===== config.mk =====
export PLATFORM = sky130hd
export DESIGN_NAME = wkd_top
export DESIGN_NICKNAME = d
export VERILOG_FILES = /design/src/core/wkd_top.v /design/src/core/wkd_filter.v /design/src/core/wkd_sync.v
export VERILOG_INCLUDE_DIRS = /design/src /design/src/core
export SDC_FILE = /design/constraint.sdc
export NUM_CORES = 1
export LEC_CHECK = 0
export BUFFER_PORTS_ARGS = -buffer_cell sky130_fd_sc_hd__buf_2
export CAP_MARGIN = 10
export CORE_ASPECT_RATIO = 0.9
export CORE_MARGIN = 5
export CORE_UTILIZATION = 41
export CTS_CLUSTER_DIAMETER = 100
export CTS_CLUSTER_SIZE = 40
export DETAILED_ROUTE_END_ITERATION = 6
export GPL_ROUTABILITY_DRIVEN = 0
export HOLD_SLACK_MARGIN = 0.05
export PLACE_DENSITY = 0.76
export SETUP_SLACK_MARGIN = 0.2
export SYNTH_ARGS = -nofsm -noshare
export SYNTH_HDL_FRONTEND = slang
export SYNTH_SLANG_ARGS = --single-unit
export TNS_END_PERCENT = 10

===== constraint.sdc =====
create_clock -name clk_in -period 1.9 [get_ports clk_in]
set_clock_uncertainty 0.2 [all_clocks]
set_input_delay 0 -clock clk_in [delete_from_list [all_inputs] [get_ports clk_in]]
set_output_delay 0 -clock clk_in [all_outputs]
set_load 0.005 [all_outputs]

===== src/core/wkd_defs.vh =====
/*
  shared constants of the wake pin detector: bus offsets, field positions,
  reset values, chip mode codes and filter timing.
  assumes a 20 mhz system clock and inclusion by bare name.
*/
`ifndef WKD_DEFS_VH
`define WKD_DEFS_VH

// register byte offsets
`define WKD_OFF_CTRL 4'h0
`define WKD_OFF_STAT 4'h4
`define WKD_OFF_MASK 4'h8
`define WKD_OFF_LEVEL 4'hc

// field positions
`define WKD_CTRL_EN 0
`define WKD_EV_RISE 0
`define WKD_EV_FALL 1
`define WKD_LEVEL_BIT 0

// reset values
`define WKD_CTRL_RST 1'b0
`define WKD_MASK_RST 2'b11
`define WKD_STAT_RST 2'b00

// chip mode codes
`define WKD_MODE_NORMAL 3'h0
`define WKD_MODE_STOP 3'h1
`define WKD_MODE_FLASH 3'h2
`define WKD_MODE_SLEEP 3'h3
`define WKD_MODE_FAILSAFE 3'h4
`define WKD_MODE_RESTART 3'h5
`define WKD_MODE_INIT 3'h6

// filter timing
`define WKD_CLK_HZ 20000000
`define WKD_FILT_MIN_US 10
`define WKD_FILT_MAX_US 25
// aim near the middle of the window: 15 us
`define WKD_FILT_US 15
// 15 us of 50 ns cycles, sized for the 10-bit filter counter
`define WKD_FILT_CYC 10'd300

// axi responses
`define WKD_RESP_OKAY 2'b00
`define WKD_RESP_SLVERR 2'b10

`endif


===== src/core/wkd_top.v =====
/*
  wake pin detector: filters the wake input, wakes the chip from sleep and
  fail-safe, raises edge flags with masks and an interrupt, and flags a
  pending wake at sleep entry. registers over axi4-lite.
  assumes the chip mode and an undervoltage-off indicator come from the
  chip state machine, and wake_input is sampled on clk_in.
*/
// Chosen here: the AXI4-Lite interface to the registers and the address map.
`timescale 1ns/1ns
`include "wkd_defs.vh"
// Behaviour
// - both rising and falling changes are wake events
// - accept level only after 10-25 us stable
// - software enables wake capability by control bit
// - below undervoltage off: pin hi-z, wakes ignored
// - live level readable in normal, stop, flash
// - enabled and sleeping: filtered edge wakes chip
// - in fail-safe any filtered edge forces restart
// - enabled active modes: edges set flags, interrupt
// - separate masks for rising and falling interrupts
// - pending flags at sleep entry cause rewake
// - edge during sleep command is not lost
module wkd_top #(
  parameter CNT_W = 10,
  parameter [CNT_W-1:0] FILT_CYC = `WKD_FILT_CYC
) (
  input wire clk_in,
  input wire reset_n_in,
  input wire wake_input_in,
  output wire wake_input_oe_n_out,
  input wire undervoltage_off_in,
  input wire [2:0] chip_mode_in,
  input wire sleep_cmd_in,
  output wire wake_request_out,
  output wire restart_request_out,
  output wire irq_out,
  input wire [3:0] s_axi_awaddr,
  input wire s_axi_awvalid,
  output wire s_axi_awready,
  input wire [31:0] s_axi_wdata,
  input wire [3:0] s_axi_wstrb,
  input wire s_axi_wvalid,
  output wire s_axi_wready,
  output wire [1:0] s_axi_bresp,
  output wire s_axi_bvalid,
  input wire s_axi_bready,
  input wire [3:0] s_axi_araddr,
  input wire s_axi_arvalid,
  output wire s_axi_arready,
  output wire [31:0] s_axi_rdata,
  output wire [1:0] s_axi_rresp,
  output wire s_axi_rvalid,
  input wire s_axi_rready
);
  reg enable_r;
  reg [1:0] stat_r;
  wire [1:0] stat_nxt;
  reg [1:0] mask_r;
  reg wake_req_r;
  reg restart_req_r;
  reg sleep_pend_r;
  reg transit_ev_r;
  reg [3:0] awaddr_r;
  reg aw_have_r;
  reg [31:0] wdata_r;
  reg [3:0] wstrb_r;
  reg w_have_r;
  reg bvalid_r;
  reg [1:0] bresp_r;
  reg rvalid_r;
  reg [31:0] rdata_r;
  reg [1:0] rresp_r;
  wire pin_sync;
  wire level;
  wire rise;
  wire fall;
  wire powered;
  wire active_mode;
  wire in_sleep;
  wire in_failsafe;
  wire [1:0] ev;
  wire wr_fire;
  reg wr_ok;
  wire rd_fire;
  reg [31:0] rd_word;
  reg rd_ok;
  localparam N_EV = 2; // rising and falling edge flags
  genvar gi;
  wire [3:0] wr_addr;
  wire [31:0] wr_data;
  wire [3:0] wr_strb;

  // undervoltage off clears the requests, blocks new flags and holds the filter; flags already set still drive irq
  assign powered = ~undervoltage_off_in;
  assign active_mode = (chip_mode_in == `WKD_MODE_NORMAL) || (chip_mode_in == `WKD_MODE_STOP) ||
                       (chip_mode_in == `WKD_MODE_FLASH);
  assign in_sleep = (chip_mode_in == `WKD_MODE_SLEEP);
  assign in_failsafe = (chip_mode_in == `WKD_MODE_FAILSAFE);

  // pin is input only; output driver never enabled, so hi-z in off state too
  assign wake_input_oe_n_out = 1'b1;

  wkd_sync u_sync (
    .clk_in(clk_in),
    .reset_n_in(reset_n_in),
    .d_in(wake_input_in),
    .q_out(pin_sync)
  );

  // count cleared while unpowered, so no count runs on across an outage
  wkd_filter #(
    .CNT_W(CNT_W),
    .FILT_CYC(FILT_CYC)
  ) u_filt (
    .clk_in(clk_in),
    .reset_n_in(reset_n_in),
    .enable_in(powered),
    .raw_in(pin_sync),
    .level_out(level),
    .rise_out(rise),
    .fall_out(fall)
  );

  // one-cycle pulses from the filter, one per direction
  assign ev[`WKD_EV_RISE] = rise;
  assign ev[`WKD_EV_FALL] = fall;

  // axi write: address and data taken in either order
  // a held beat or a pending response stalls the bus: one write at a time
  assign s_axi_awready = ~aw_have_r & ~bvalid_r;
  assign s_axi_wready = ~w_have_r & ~bvalid_r;
  assign wr_addr = aw_have_r ? awaddr_r : s_axi_awaddr;
  assign wr_data = w_have_r ? wdata_r : s_axi_wdata;
  assign wr_strb = w_have_r ? wstrb_r : s_axi_wstrb;
  assign wr_fire = (aw_have_r | (s_axi_awvalid & s_axi_awready)) &
                   (w_have_r | (s_axi_wvalid & s_axi_wready)) & ~bvalid_r;
  // only the four word offsets exist; anything else answers slverr,
  // so a stray unaligned write never lands on a register
  always @* begin
    case (wr_addr)
      `WKD_OFF_CTRL, `WKD_OFF_STAT, `WKD_OFF_MASK, `WKD_OFF_LEVEL: wr_ok = 1'b1;
      default: wr_ok = 1'b0;
    endcase
  end

  always @(posedge clk_in or negedge reset_n_in) begin
    if (!reset_n_in) begin
      aw_have_r <= 1'b0;
      w_have_r <= 1'b0;
      awaddr_r <= 4'h0;
      wdata_r <= 32'h0;
      wstrb_r <= 4'h0;
      bvalid_r <= 1'b0;
      bresp_r <= `WKD_RESP_OKAY;
    end else begin
      if (wr_fire) begin
        aw_have_r <= 1'b0;
        w_have_r <= 1'b0;
        bvalid_r <= 1'b1;
        bresp_r <= wr_ok ? `WKD_RESP_OKAY : `WKD_RESP_SLVERR;
      end else begin
        if (s_axi_awvalid & s_axi_awready) begin
          aw_have_r <= 1'b1;
          awaddr_r <= s_axi_awaddr;
        end
        if (s_axi_wvalid & s_axi_wready) begin
          w_have_r <= 1'b1;
          wdata_r <= s_axi_wdata;
          wstrb_r <= s_axi_wstrb;
        end
        if (bvalid_r & s_axi_bready) begin
          bvalid_r <= 1'b0;
        end
      end
    end
  end

  // control and mask registers
  always @(posedge clk_in or negedge reset_n_in) begin
    if (!reset_n_in) begin
      enable_r <= `WKD_CTRL_RST;
      mask_r <= `WKD_MASK_RST;
    end else if (wr_fire && wr_strb[0]) begin
      if (wr_addr == `WKD_OFF_CTRL) begin
        enable_r <= wr_data[`WKD_CTRL_EN];
      end
      if (wr_addr == `WKD_OFF_MASK) begin
        mask_r <= wr_data[1:0];
      end
    end
  end

  // one sticky flag per edge kind; set beats write-one-to-clear so an
  // edge landing with the clear is never lost
  generate
    for (gi = 0; gi < N_EV; gi = gi + 1) begin : g_flag
      wire ev_clr;
      wire ev_set;
      assign ev_clr = wr_fire & wr_strb[0] & (wr_addr == `WKD_OFF_STAT) & wr_data[gi];
      assign ev_set = powered & enable_r & active_mode & ev[gi];
      assign stat_nxt[gi] = ev_set | (stat_r[gi] & ~ev_clr);
    end
  endgenerate

  always @(posedge clk_in or negedge reset_n_in) begin
    if (!reset_n_in) begin
      stat_r <= `WKD_STAT_RST;
    end else begin
      stat_r <= stat_nxt;
    end
  end

  // level output: stays up until software clears or masks the cause
  assign irq_out = |(stat_r & ~mask_r);

  // wake and restart requests, held until the chip leaves the mode
  always @(posedge clk_in or negedge reset_n_in) begin
    if (!reset_n_in) begin
      wake_req_r <= 1'b0;
      restart_req_r <= 1'b0;
      sleep_pend_r <= 1'b0;
      transit_ev_r <= 1'b0;
    end else if (!powered) begin
      wake_req_r <= 1'b0;
      restart_req_r <= 1'b0;
      sleep_pend_r <= 1'b0;
      transit_ev_r <= 1'b0;
    end else begin
      // remember the sleep command until sleep is really reached
      if (sleep_cmd_in) begin
        sleep_pend_r <= 1'b1;
      end else if (in_sleep) begin
        sleep_pend_r <= 1'b0;
      end
      // edge taken between command and entry is kept for the wake;
      // covers chip states on the way that set no flag
      if (!sleep_cmd_in && !sleep_pend_r) begin
        transit_ev_r <= 1'b0;
      end else if (enable_r && (rise || fall) && !in_sleep) begin
        transit_ev_r <= 1'b1;
      end
      if (!in_sleep) begin
        wake_req_r <= 1'b0;
      end else if (enable_r && (rise || fall)) begin
        wake_req_r <= 1'b1;
      end else if (|stat_r) begin
        // flags left set, or set while the command ran
        wake_req_r <= 1'b1;
      end else if (transit_ev_r) begin
        wake_req_r <= 1'b1;
      end
      if (!in_failsafe) begin
        restart_req_r <= 1'b0;
      end else if (rise || fall) begin
        restart_req_r <= 1'b1;
      end
    end
  end

  assign wake_request_out = wake_req_r;
  assign restart_request_out = restart_req_r;

  // axi read; level reads as zero outside the modes that report it
  assign s_axi_arready = ~rvalid_r;
  assign rd_fire = s_axi_arvalid & ~rvalid_r;
  // read mux; unmapped offsets answer slverr with zero data
  always @* begin
    rd_word = 32'h0;
    rd_ok = 1'b1;
    case (s_axi_araddr)
      `WKD_OFF_CTRL: rd_word = {31'h0, enable_r};
      `WKD_OFF_STAT: rd_word = {30'h0, stat_r};
      `WKD_OFF_MASK: rd_word = {30'h0, mask_r};
      `WKD_OFF_LEVEL: rd_word = {31'h0, level & active_mode & powered};
      default: rd_ok = 1'b0;
    endcase
  end
  // data registered at the address handshake, held until rready

  always @(posedge clk_in or negedge reset_n_in) begin
    if (!reset_n_in) begin
      rvalid_r <= 1'b0;
      rdata_r <= 32'h0;
      rresp_r <= `WKD_RESP_OKAY;
    end else if (rd_fire) begin
      rvalid_r <= 1'b1;
      rdata_r <= rd_word;
      rresp_r <= rd_ok ? `WKD_RESP_OKAY : `WKD_RESP_SLVERR;
    end else if (rvalid_r & s_axi_rready) begin
      rvalid_r <= 1'b0;
    end
  end

  assign s_axi_bvalid = bvalid_r;
  assign s_axi_bresp = bresp_r;
  assign s_axi_rvalid = rvalid_r;
  assign s_axi_rdata = rdata_r;
  assign s_axi_rresp = rresp_r;
endmodule // wkd_top


===== src/core/wkd_filter.v =====
/*
  glitch filter for the wake input: accepts a new level only after it held
  for the full count. assumes the input is already synchronous to clk_in.
*/
`timescale 1ns/1ns
module wkd_filter #(
  parameter CNT_W = 10,
  parameter [CNT_W-1:0] FILT_CYC = 10'd300
) (
  input wire clk_in,
  input wire reset_n_in,
  input wire enable_in,
  input wire raw_in,
  output wire level_out,
  output wire rise_out,
  output wire fall_out
);
  reg level_r;
  reg rise_r;
  reg fall_r;
  reg [CNT_W-1:0] cnt_r;

  always @(posedge clk_in or negedge reset_n_in) begin
    if (!reset_n_in) begin
      level_r <= 1'b0;
      rise_r <= 1'b0;
      fall_r <= 1'b0;
      cnt_r <= {CNT_W{1'b0}};
    end else begin
      rise_r <= 1'b0;
      fall_r <= 1'b0;
      if (!enable_in) begin
        // count cleared while off; level kept so no false edge on return
        cnt_r <= {CNT_W{1'b0}};
      end else if (raw_in == level_r) begin
        cnt_r <= {CNT_W{1'b0}};
      end else if (cnt_r >= FILT_CYC - 1'b1) begin
        level_r <= raw_in;
        rise_r <= raw_in;
        fall_r <= ~raw_in;
        cnt_r <= {CNT_W{1'b0}};
      end else begin
        cnt_r <= cnt_r + 1'b1;
      end
    end
  end

  assign level_out = level_r;
  assign rise_out = rise_r;
  assign fall_out = fall_r;
endmodule // wkd_filter


===== src/core/wkd_sync.v =====
/*
  two-flop synchroniser for the raw wake line.
  assumes one clock; first stage feeds only the second.
*/
`timescale 1ns/1ns
module wkd_sync (
  input wire clk_in,
  input wire reset_n_in,
  input wire d_in,
  output wire q_out
);
  reg s1_r;
  reg s2_r;

  always @(posedge clk_in or negedge reset_n_in) begin
    if (!reset_n_in) begin
      s1_r <= 1'b0;
      s2_r <= 1'b0;
    end else begin
      s1_r <= d_in;
      s2_r <= s1_r;
    end
  end

  assign q_out = s2_r;
endmodule // wkd_sync


==> results.cfg, run 1 <==
[placement]
place_area_um2 = 2270
dpl_worst_slack_ns = -0.137
io_buffer_count = 35
dp_hpwl_um = 3020

[worst_setup_path]
r2r-start = aw_have_r$_DFFE_PN0P_
ff2ff_setup_slack_ns = -0.1
rr_worst_depth = 5
worstPathRequired_ns = 1.92
cp_num_cells = 5
worstPathMaxFanout = 6
max_stage_delay_ns = 0.51
worst_setup_path_start_kind = register
path_cells = buf_6 -> mux2i_2 -> buf_4 -> or4_4 -> mux2_4
end_kind = register
cpMaxStageDelayCell = or4_4
crit_type = register to register
critPathTopFamily = simple AND/OR/NAND/NOR gates
critical_path_buf_inv_count = 2
rr_endpoint = mask_r[0]$_DFFE_PN1P_
cp.arrival_ns = 2.01

[pwr]
switchingPower_mw = 0.823
switching_share_pct = 30.1
leakagePower_nw = 1.34
p_int_mw = 1.91
vdd.ir_drop.worst_v = 0.000555
power.share.clock_pct = 25.7
pwr-share-seq_pct = 42.9
comb_power_share_pct = 31.3
power_density_nw_per_um2 = 979

[global_routing]
grt_max_degree = 26
grt_pass1_vias = 1551
top_usage_layer = met2
use_met3_pct = 2.36
track_usage_pct = 13.3
grt_overflow_total = 0
grt_pass1_wl_um = 7170
use_met2_pct = 22.7
antenna_found_initial = 0
grtUsageMet1_pct = 17.4

[die]
chipHeight_um = 77.1
num_io_pins = 102
core_area_um2 = 4830
die_area_um2 = 6510
initial_core_util_pct = 42.4
row_count = 24
die_w_um = 84.5

[clock_network]
post-cts-setup-buffers = 0
cts_sinks = 39
ctsHtreeMaxLevel = 2
clkTransAtPathRegs_ns = 0.09
cts-root-buf = clkbuf_8
clock_path_buffers = 2
cts_buffers = 5
cts_tree = built
worstSkewPairLatency_ns = 0.30

[timing]
hold_slack_ns = 0.143
finalMaxSlewViolations = 0
setup_viol = 4
worst_pin_slew_ns = 0.541
hold_viol = 0
grt_setup_unrepaired = yes
slew_headroom_pct = 63.7
fin_crit_sh_pct = 105
fin_ws_ns = -0.0975
layout_min_cycle_time_ns = 2.00
fmax_mhz = 501

[layout]
final_cell_area_um2 = 2790
postLayoutCoreUtil_pct = 57.8
diodes = 0
final_nets = 328
final_common_cell = dfrtp_1
syn_to_final_growth_pct = 36.3
multiInputGateArea_um2 = 1000
ff_latch_area_um2 = 980
fillCellCount = 412
drive_gt1_share_pct = 34.3
final_cell_mix = dfrtp_1 (36), buf_2 (35), conb_1 (34)

[synth]
synthDistinctLibCells = 46
syn_area_um2 = 2050
ys_ff_latch = 39
postSynthAreaPerCell_um2 = 10.8
netlist_instances = 190
ys.flop_type = dfrtp_1
seq_area_frac_synth_pct = 47.8
synth_edf_count = 0
yosys_warnings = 0
ys_async_sr_fraction_pct = 100

[drt]
avgViaCountPerCell = 4.55
routed_wl_um = 4430
drc = 0
final_antenna_net_count = 0
dr.pass1.iters = 4
dr_total_vias = 1529
drt_iter0_drc = 26
drt-wirelength-per-cell_um = 13.2

[min_path]
min_to = u_sync.s1_r$_DFF_PN0_
min_from = wake_input_in
min_path_cells = 2
holdCritPathClass = input port to register

[outcome]
failed_checks = negative setup slack
status = finished with violations

[run]
drv_cap = 0
registers in the layout, summed over array words and instances (netlist names):
register             cells
u_filt.cnt_r            10
awaddr_r                 4
mask_r                   2
s_axi_rdata              2
stat_r                   2
wdata_r                  2
aw_have_r                1
enable_r                 1
restart_request_out      1
s_axi_bresp              1
s_axi_bvalid             1
s_axi_rresp              1
s_axi_rvalid             1
sleep_pend_r             1
transit_ev_r             1
u_filt.fall_out          1
u_filt.level_out         1
u_filt.rise_out          1
u_sync.q_out             1
u_sync.s1_r              1
w_have_r                 1
wake_request_out         1
wstrb_r                  1
worst register-to-register path: stages (launching register included):
cell and delay (ns):
dfrtp_2 0.47, buf_6 0.14, mux2i_2 0.14, buf_4 0.14, or4_4 0.51, mux2_4 0.31
cells in the mapped netlist, types with 2 or more instances:
master / n / area, um^2
inv_1: 6 / 22.5
or4_1: 2 / 15.0
o21a_1: 2 / 15.0
clkbuf_1: 2 / 7.51
xnor2_1: 5 / 43.8
nor4b_1: 2 / 17.5
xor2_1: 3 / 26.3
dfstp_2: 2 / 52.6
a22o_1: 2 / 17.5
and3_1: 5 / 31.3
a211oi_1: 2 / 15.0
o21ai_0: 5 / 25.0
nor2_1: 18 / 67.6
mux2_2: 12 / 135
a21oi_1: 6 / 30.0
conb_1: 2 / 7.51
mux2i_1: 4 / 40.0
nand3b_1: 2 / 15.0
buf_4: 33 / 248
dfrtp_1: 37 / 926
nand2_1: 6 / 22.5
nor3_1: 3 / 15.0
nor2b_1: 2 / 12.5
nand3_1: 5 / 25.0
how the worst max path moves through the flow:
| stage | from | to | slack (ns) |
|---|---|---|---|
| after floorplan | aw_have_r$_DFFE_PN0P_ | mask_r[0]$_DFFE_PN1P_ | -0.02 |
| after global placement | aw_have_r$_DFFE_PN0P_ | enable_r$_DFFE_PN0P_ | -0.07 |
| after detailed placement | aw_have_r$_DFFE_PN0P_ | mask_r[0]$_DFFE_PN1P_ | -0.14 |
| after CTS | aw_have_r$_DFFE_PN0P_ | mask_r[0]$_DFFE_PN1P_ | -0.09 |
| after global routing | aw_have_r$_DFFE_PN0P_ | mask_r[0]$_DFFE_PN1P_ | -0.15 |
| final | aw_have_r$_DFFE_PN0P_ | mask_r[0]$_DFFE_PN1P_ | -0.1 |
what timing repair did:
action,CTS,global route
resized for setup,10,22
endpoints found under the hold margin,74,0
pin swaps,4,13
endpoints found under the setup margin,16,21
cloned,0,0
hold buffers,29,0
kinds of logic after synthesis:
kind of cell / count (synthesis) / synth area share (%)
compound gates: 26 / 9.16
xor+xnor: 8 / 3.42
fa+ha+maj: 1 / 0.611
buf+inv: 43 / 14.4
flops: 39 / 47.8
mux: 17 / 9.29
other cells: 2 / 0.367
simple gates: 54 / 15.0
through the flow:
step | total power [mW] | cells | TNS (ns)
final | 2.73 | 336 | -0.216
after global routing | 2.88 | 336 | -0.549
after CTS | 2.72 | 336 | -0.209
after detailed placement | 1.94 | 299 | -0.420
after global placement | 1.91 | 299 | -0.185
after floorplan | 1.69 | 222 | -0.0151
power groups by stage:
stage / clock network [mW] / logic [mW] / registers (mW)
3_3_place_gp: 0 / 0.737 / 1.17
2_1_floorplan: 0 / 0.567 / 1.12
4_1_cts: 0.722 / 0.827 / 1.17
5_1_grt: 0.754 / 0.933 / 1.20
6_report: 0.704 / 0.857 / 1.17
3_5_place_dp: 0 / 0.760 / 1.18
routing by layer:
layer,up-vias,wire length [um]
met5,-,0
met4,0,19
met3,2,239
met2,48,2160
met1,725,2000
li1,754,-
final cells by class:
cell class / instances / area share [%]
Inverter: 6 / 0.806
Tap cell: 65 / 2.91
Clock inverter: 3 / 1.70
Sequential cell: 39 / 35.1
Clock buffer: 5 / 2.46
Timing Repair Buffer: 78 / 21.2
Multi-Input combinational cell: 140 / 35.8
Note: power is estimated with default switching activity, not from simulation.
==> run 2, diff against run 1 <==
- SETUP_SLACK_MARGIN: 0.2 -> 0.5
==> run 2 against run 1 <==
The flow still finishes with violations (negative setup slack); cell area is 1.1% higher; sequential share of layout area down 0.34 points; critical endpoint unchanged; critical path type unchanged; first-iteration DRC count grew to 2.8 times the previous value; cell count fell by 0.60%.
==> results.cfg, run 2 (same netlist as run 1, synthesis figures left out) <==
[outcome]
status = finished with violations
failed_checks = negative setup slack

[drt]
drt-wirelength-per-cell_um = 13.9
drc = 0
final_antenna_net_count = 0
routed_wl_um = 4640
avgViaCountPerCell = 4.82
dr_total_vias = 1611
dr.pass1.iters = 4
drt_iter0_drc = 72

[layout]
largestRegisters = u_filt.cnt_r x10, awaddr_r x4
final_cell_mix = dfrtp_1 (35), buf_2 (35), conb_1 (34)
top_register = u_filt.cnt_r
fillCellCount = 388
drive_gt1_share_pct = 40.5
syn_to_final_growth_pct = 37.9
diodes = 0
final_nets = 326
fin_cells = 334
largest_reg_flops = 10

[timing]
layout_min_cycle_time_ns = 2.00
hold_slack_ns = 0.0242
slew_headroom_pct = 61.7
worst_pin_slew_ns = 0.574
setup_viol = 5
fin_crit_sh_pct = 105
fmax_mhz = 500
fin_ws_ns = -0.100
tns_ns = -0.459
grt_setup_unrepaired = yes
finalMaxSlewViolations = 0
hold_viol = 0

[worst_setup_path]
end_kind = register
max_stage_delay_ns = 0.52
worstPathMaxFanout = 6
worstPathRequired_ns = 1.92
ff2ff_setup_slack_ns = -0.1
cp_num_cells = 5
r2r-start = aw_have_r$_DFFE_PN0P_
rr_endpoint = mask_r[0]$_DFFE_PN1P_
critical_path_buf_inv_count = 2
critPathTopFamily = simple AND/OR/NAND/NOR gates
critPathCapture = mask_r[0]$_DFFE_PN1P_
crit_type = register to register
worst_setup_path_start_kind = register
crit_start = aw_have_r$_DFFE_PN0P_
cp.arrival_ns = 2.02
rr_worst_depth = 5
path_cells = buf_6 -> mux2i_2 -> buf_4 -> or4_4 -> mux2_4
cpMaxStageDelayCell = or4_4

[global_routing]
grt_pass1_wl_um = 7380
grt_pass1_vias = 1594
track_usage_pct = 14.1
grt_overflow_total = 0
antenna_found_initial = 0
grt_max_degree = 28

[clock_network]
cts_tree = built
clock_path_buffers = 2
cts-root-buf = clkbuf_8
clkTransAtPathRegs_ns = 0.07
ctsHtreeMaxLevel = 2
worstSkewPairLatency_ns = 0.29
cts_sinks = 39
cts_buffers = 5

[run]
drv_cap = 0

[die]
core_area_um2 = 4830
die_area_um2 = 6510
chipHeight_um = 77.1
die_w_um = 84.5
row_count = 24
initial_core_util_pct = 42.4
num_io_pins = 102

[pwr]
comb_power_share_pct = 36.4
power_density_nw_per_um2 = 966
switchingPower_mw = 0.882
power.share.clock_pct = 19.9
total_power_mw = 2.73
leakagePower_nw = 1.34
p_int_mw = 1.85
pwr-share-seq_pct = 43.8
vdd.ir_drop.worst_v = 0.000679
switching_share_pct = 32.3

[placement]
io_buffer_count = 35
dpl_worst_slack_ns = -0.135
placed_cells = 299
dp_hpwl_um = 2980

[min_path]
holdCritPathClass = input port to asynchronous set/reset pin
==> run 2: per-layer routing <==
metal  part of all wire (%)  GRT usage, %  routed length (um)
met4                    2.2          6.33                 104
met2                     48          22.9                2210
met1                     42          17.9                1950
met5                      0             0                   0
met3                    8.1          3.11                 374
==> run 2: per-stage QoR <==
step                util (%)  cell area [um^2]
finish                  58.4              2820
detailed placement      46.9              2270
global route            58.4              2820
CTS                     55.8              2700
global placement        46.9              2270
floorplan                  -              2180
==> run 2: worst reg2reg max path: stages, from the launching register on <==
cell and delay, ns:
dfrtp_2 0.46, buf_6 0.14, mux2i_2 0.15, buf_4 0.15, or4_4 0.52, mux2_4 0.31
==> run 2: layout make-up <==
| type | count | area (um^2) | area share (%) |
|---|---|---|---|
| multi-input cells | 140 | 1090 | 38.7 |
| flip-flops and latches | 39 | 981 | 34.7 |
| repair buffers | 76 | 564 | 20.0 |
| well taps | 65 | 81.3 | 2.88 |
| clock buffers | 7 | 76.3 | 2.70 |
| inverters | 6 | 22.5 | 0.798 |
| clock inverters | 1 | 5.00 | 0.177 |
==> run 2: worst min-delay path by stage <==
stage	cells after the start	slack, ns	endpoint
2_1_floorplan	0	-0.50	aw_have_r$_DFFE_PN0P_
3_5_place_dp	1	-0.17	s_axi_bvalid$_DFFE_PN0P_
6_report	2	0.02	s_axi_bvalid$_DFFE_PN0P_
4_1_cts	2	-0.21	awaddr_r[0]$_DFFE_PN0P_
5_1_grt	2	0.1	s_axi_bvalid$_DFFE_PN0P_
3_3_place_gp	1	-0.17	s_axi_bresp[1]$_DFFE_PN0P_
==> run 2: power by group through the flow <==
stage	clock, mW	sequential, mW	combinational, mW
2_1_floorplan	0	1.12	0.567
3_3_place_gp	0	1.17	0.736
3_5_place_dp	0	1.18	0.757
4_1_cts	0.551	1.18	0.895
5_1_grt	0.584	1.22	1.08
6_report	0.542	1.19	0.992
==> run 2: repair_timing <==
action / in CTS / in global routing
gates resized for setup: 32 / 22
hold buffers: 22 / 1
buffers inserted: 3 / 1
endpoints found under the setup margin: 29 / 30
pin swaps: 30 / 17
hold endpoints to repair: 68 / 2
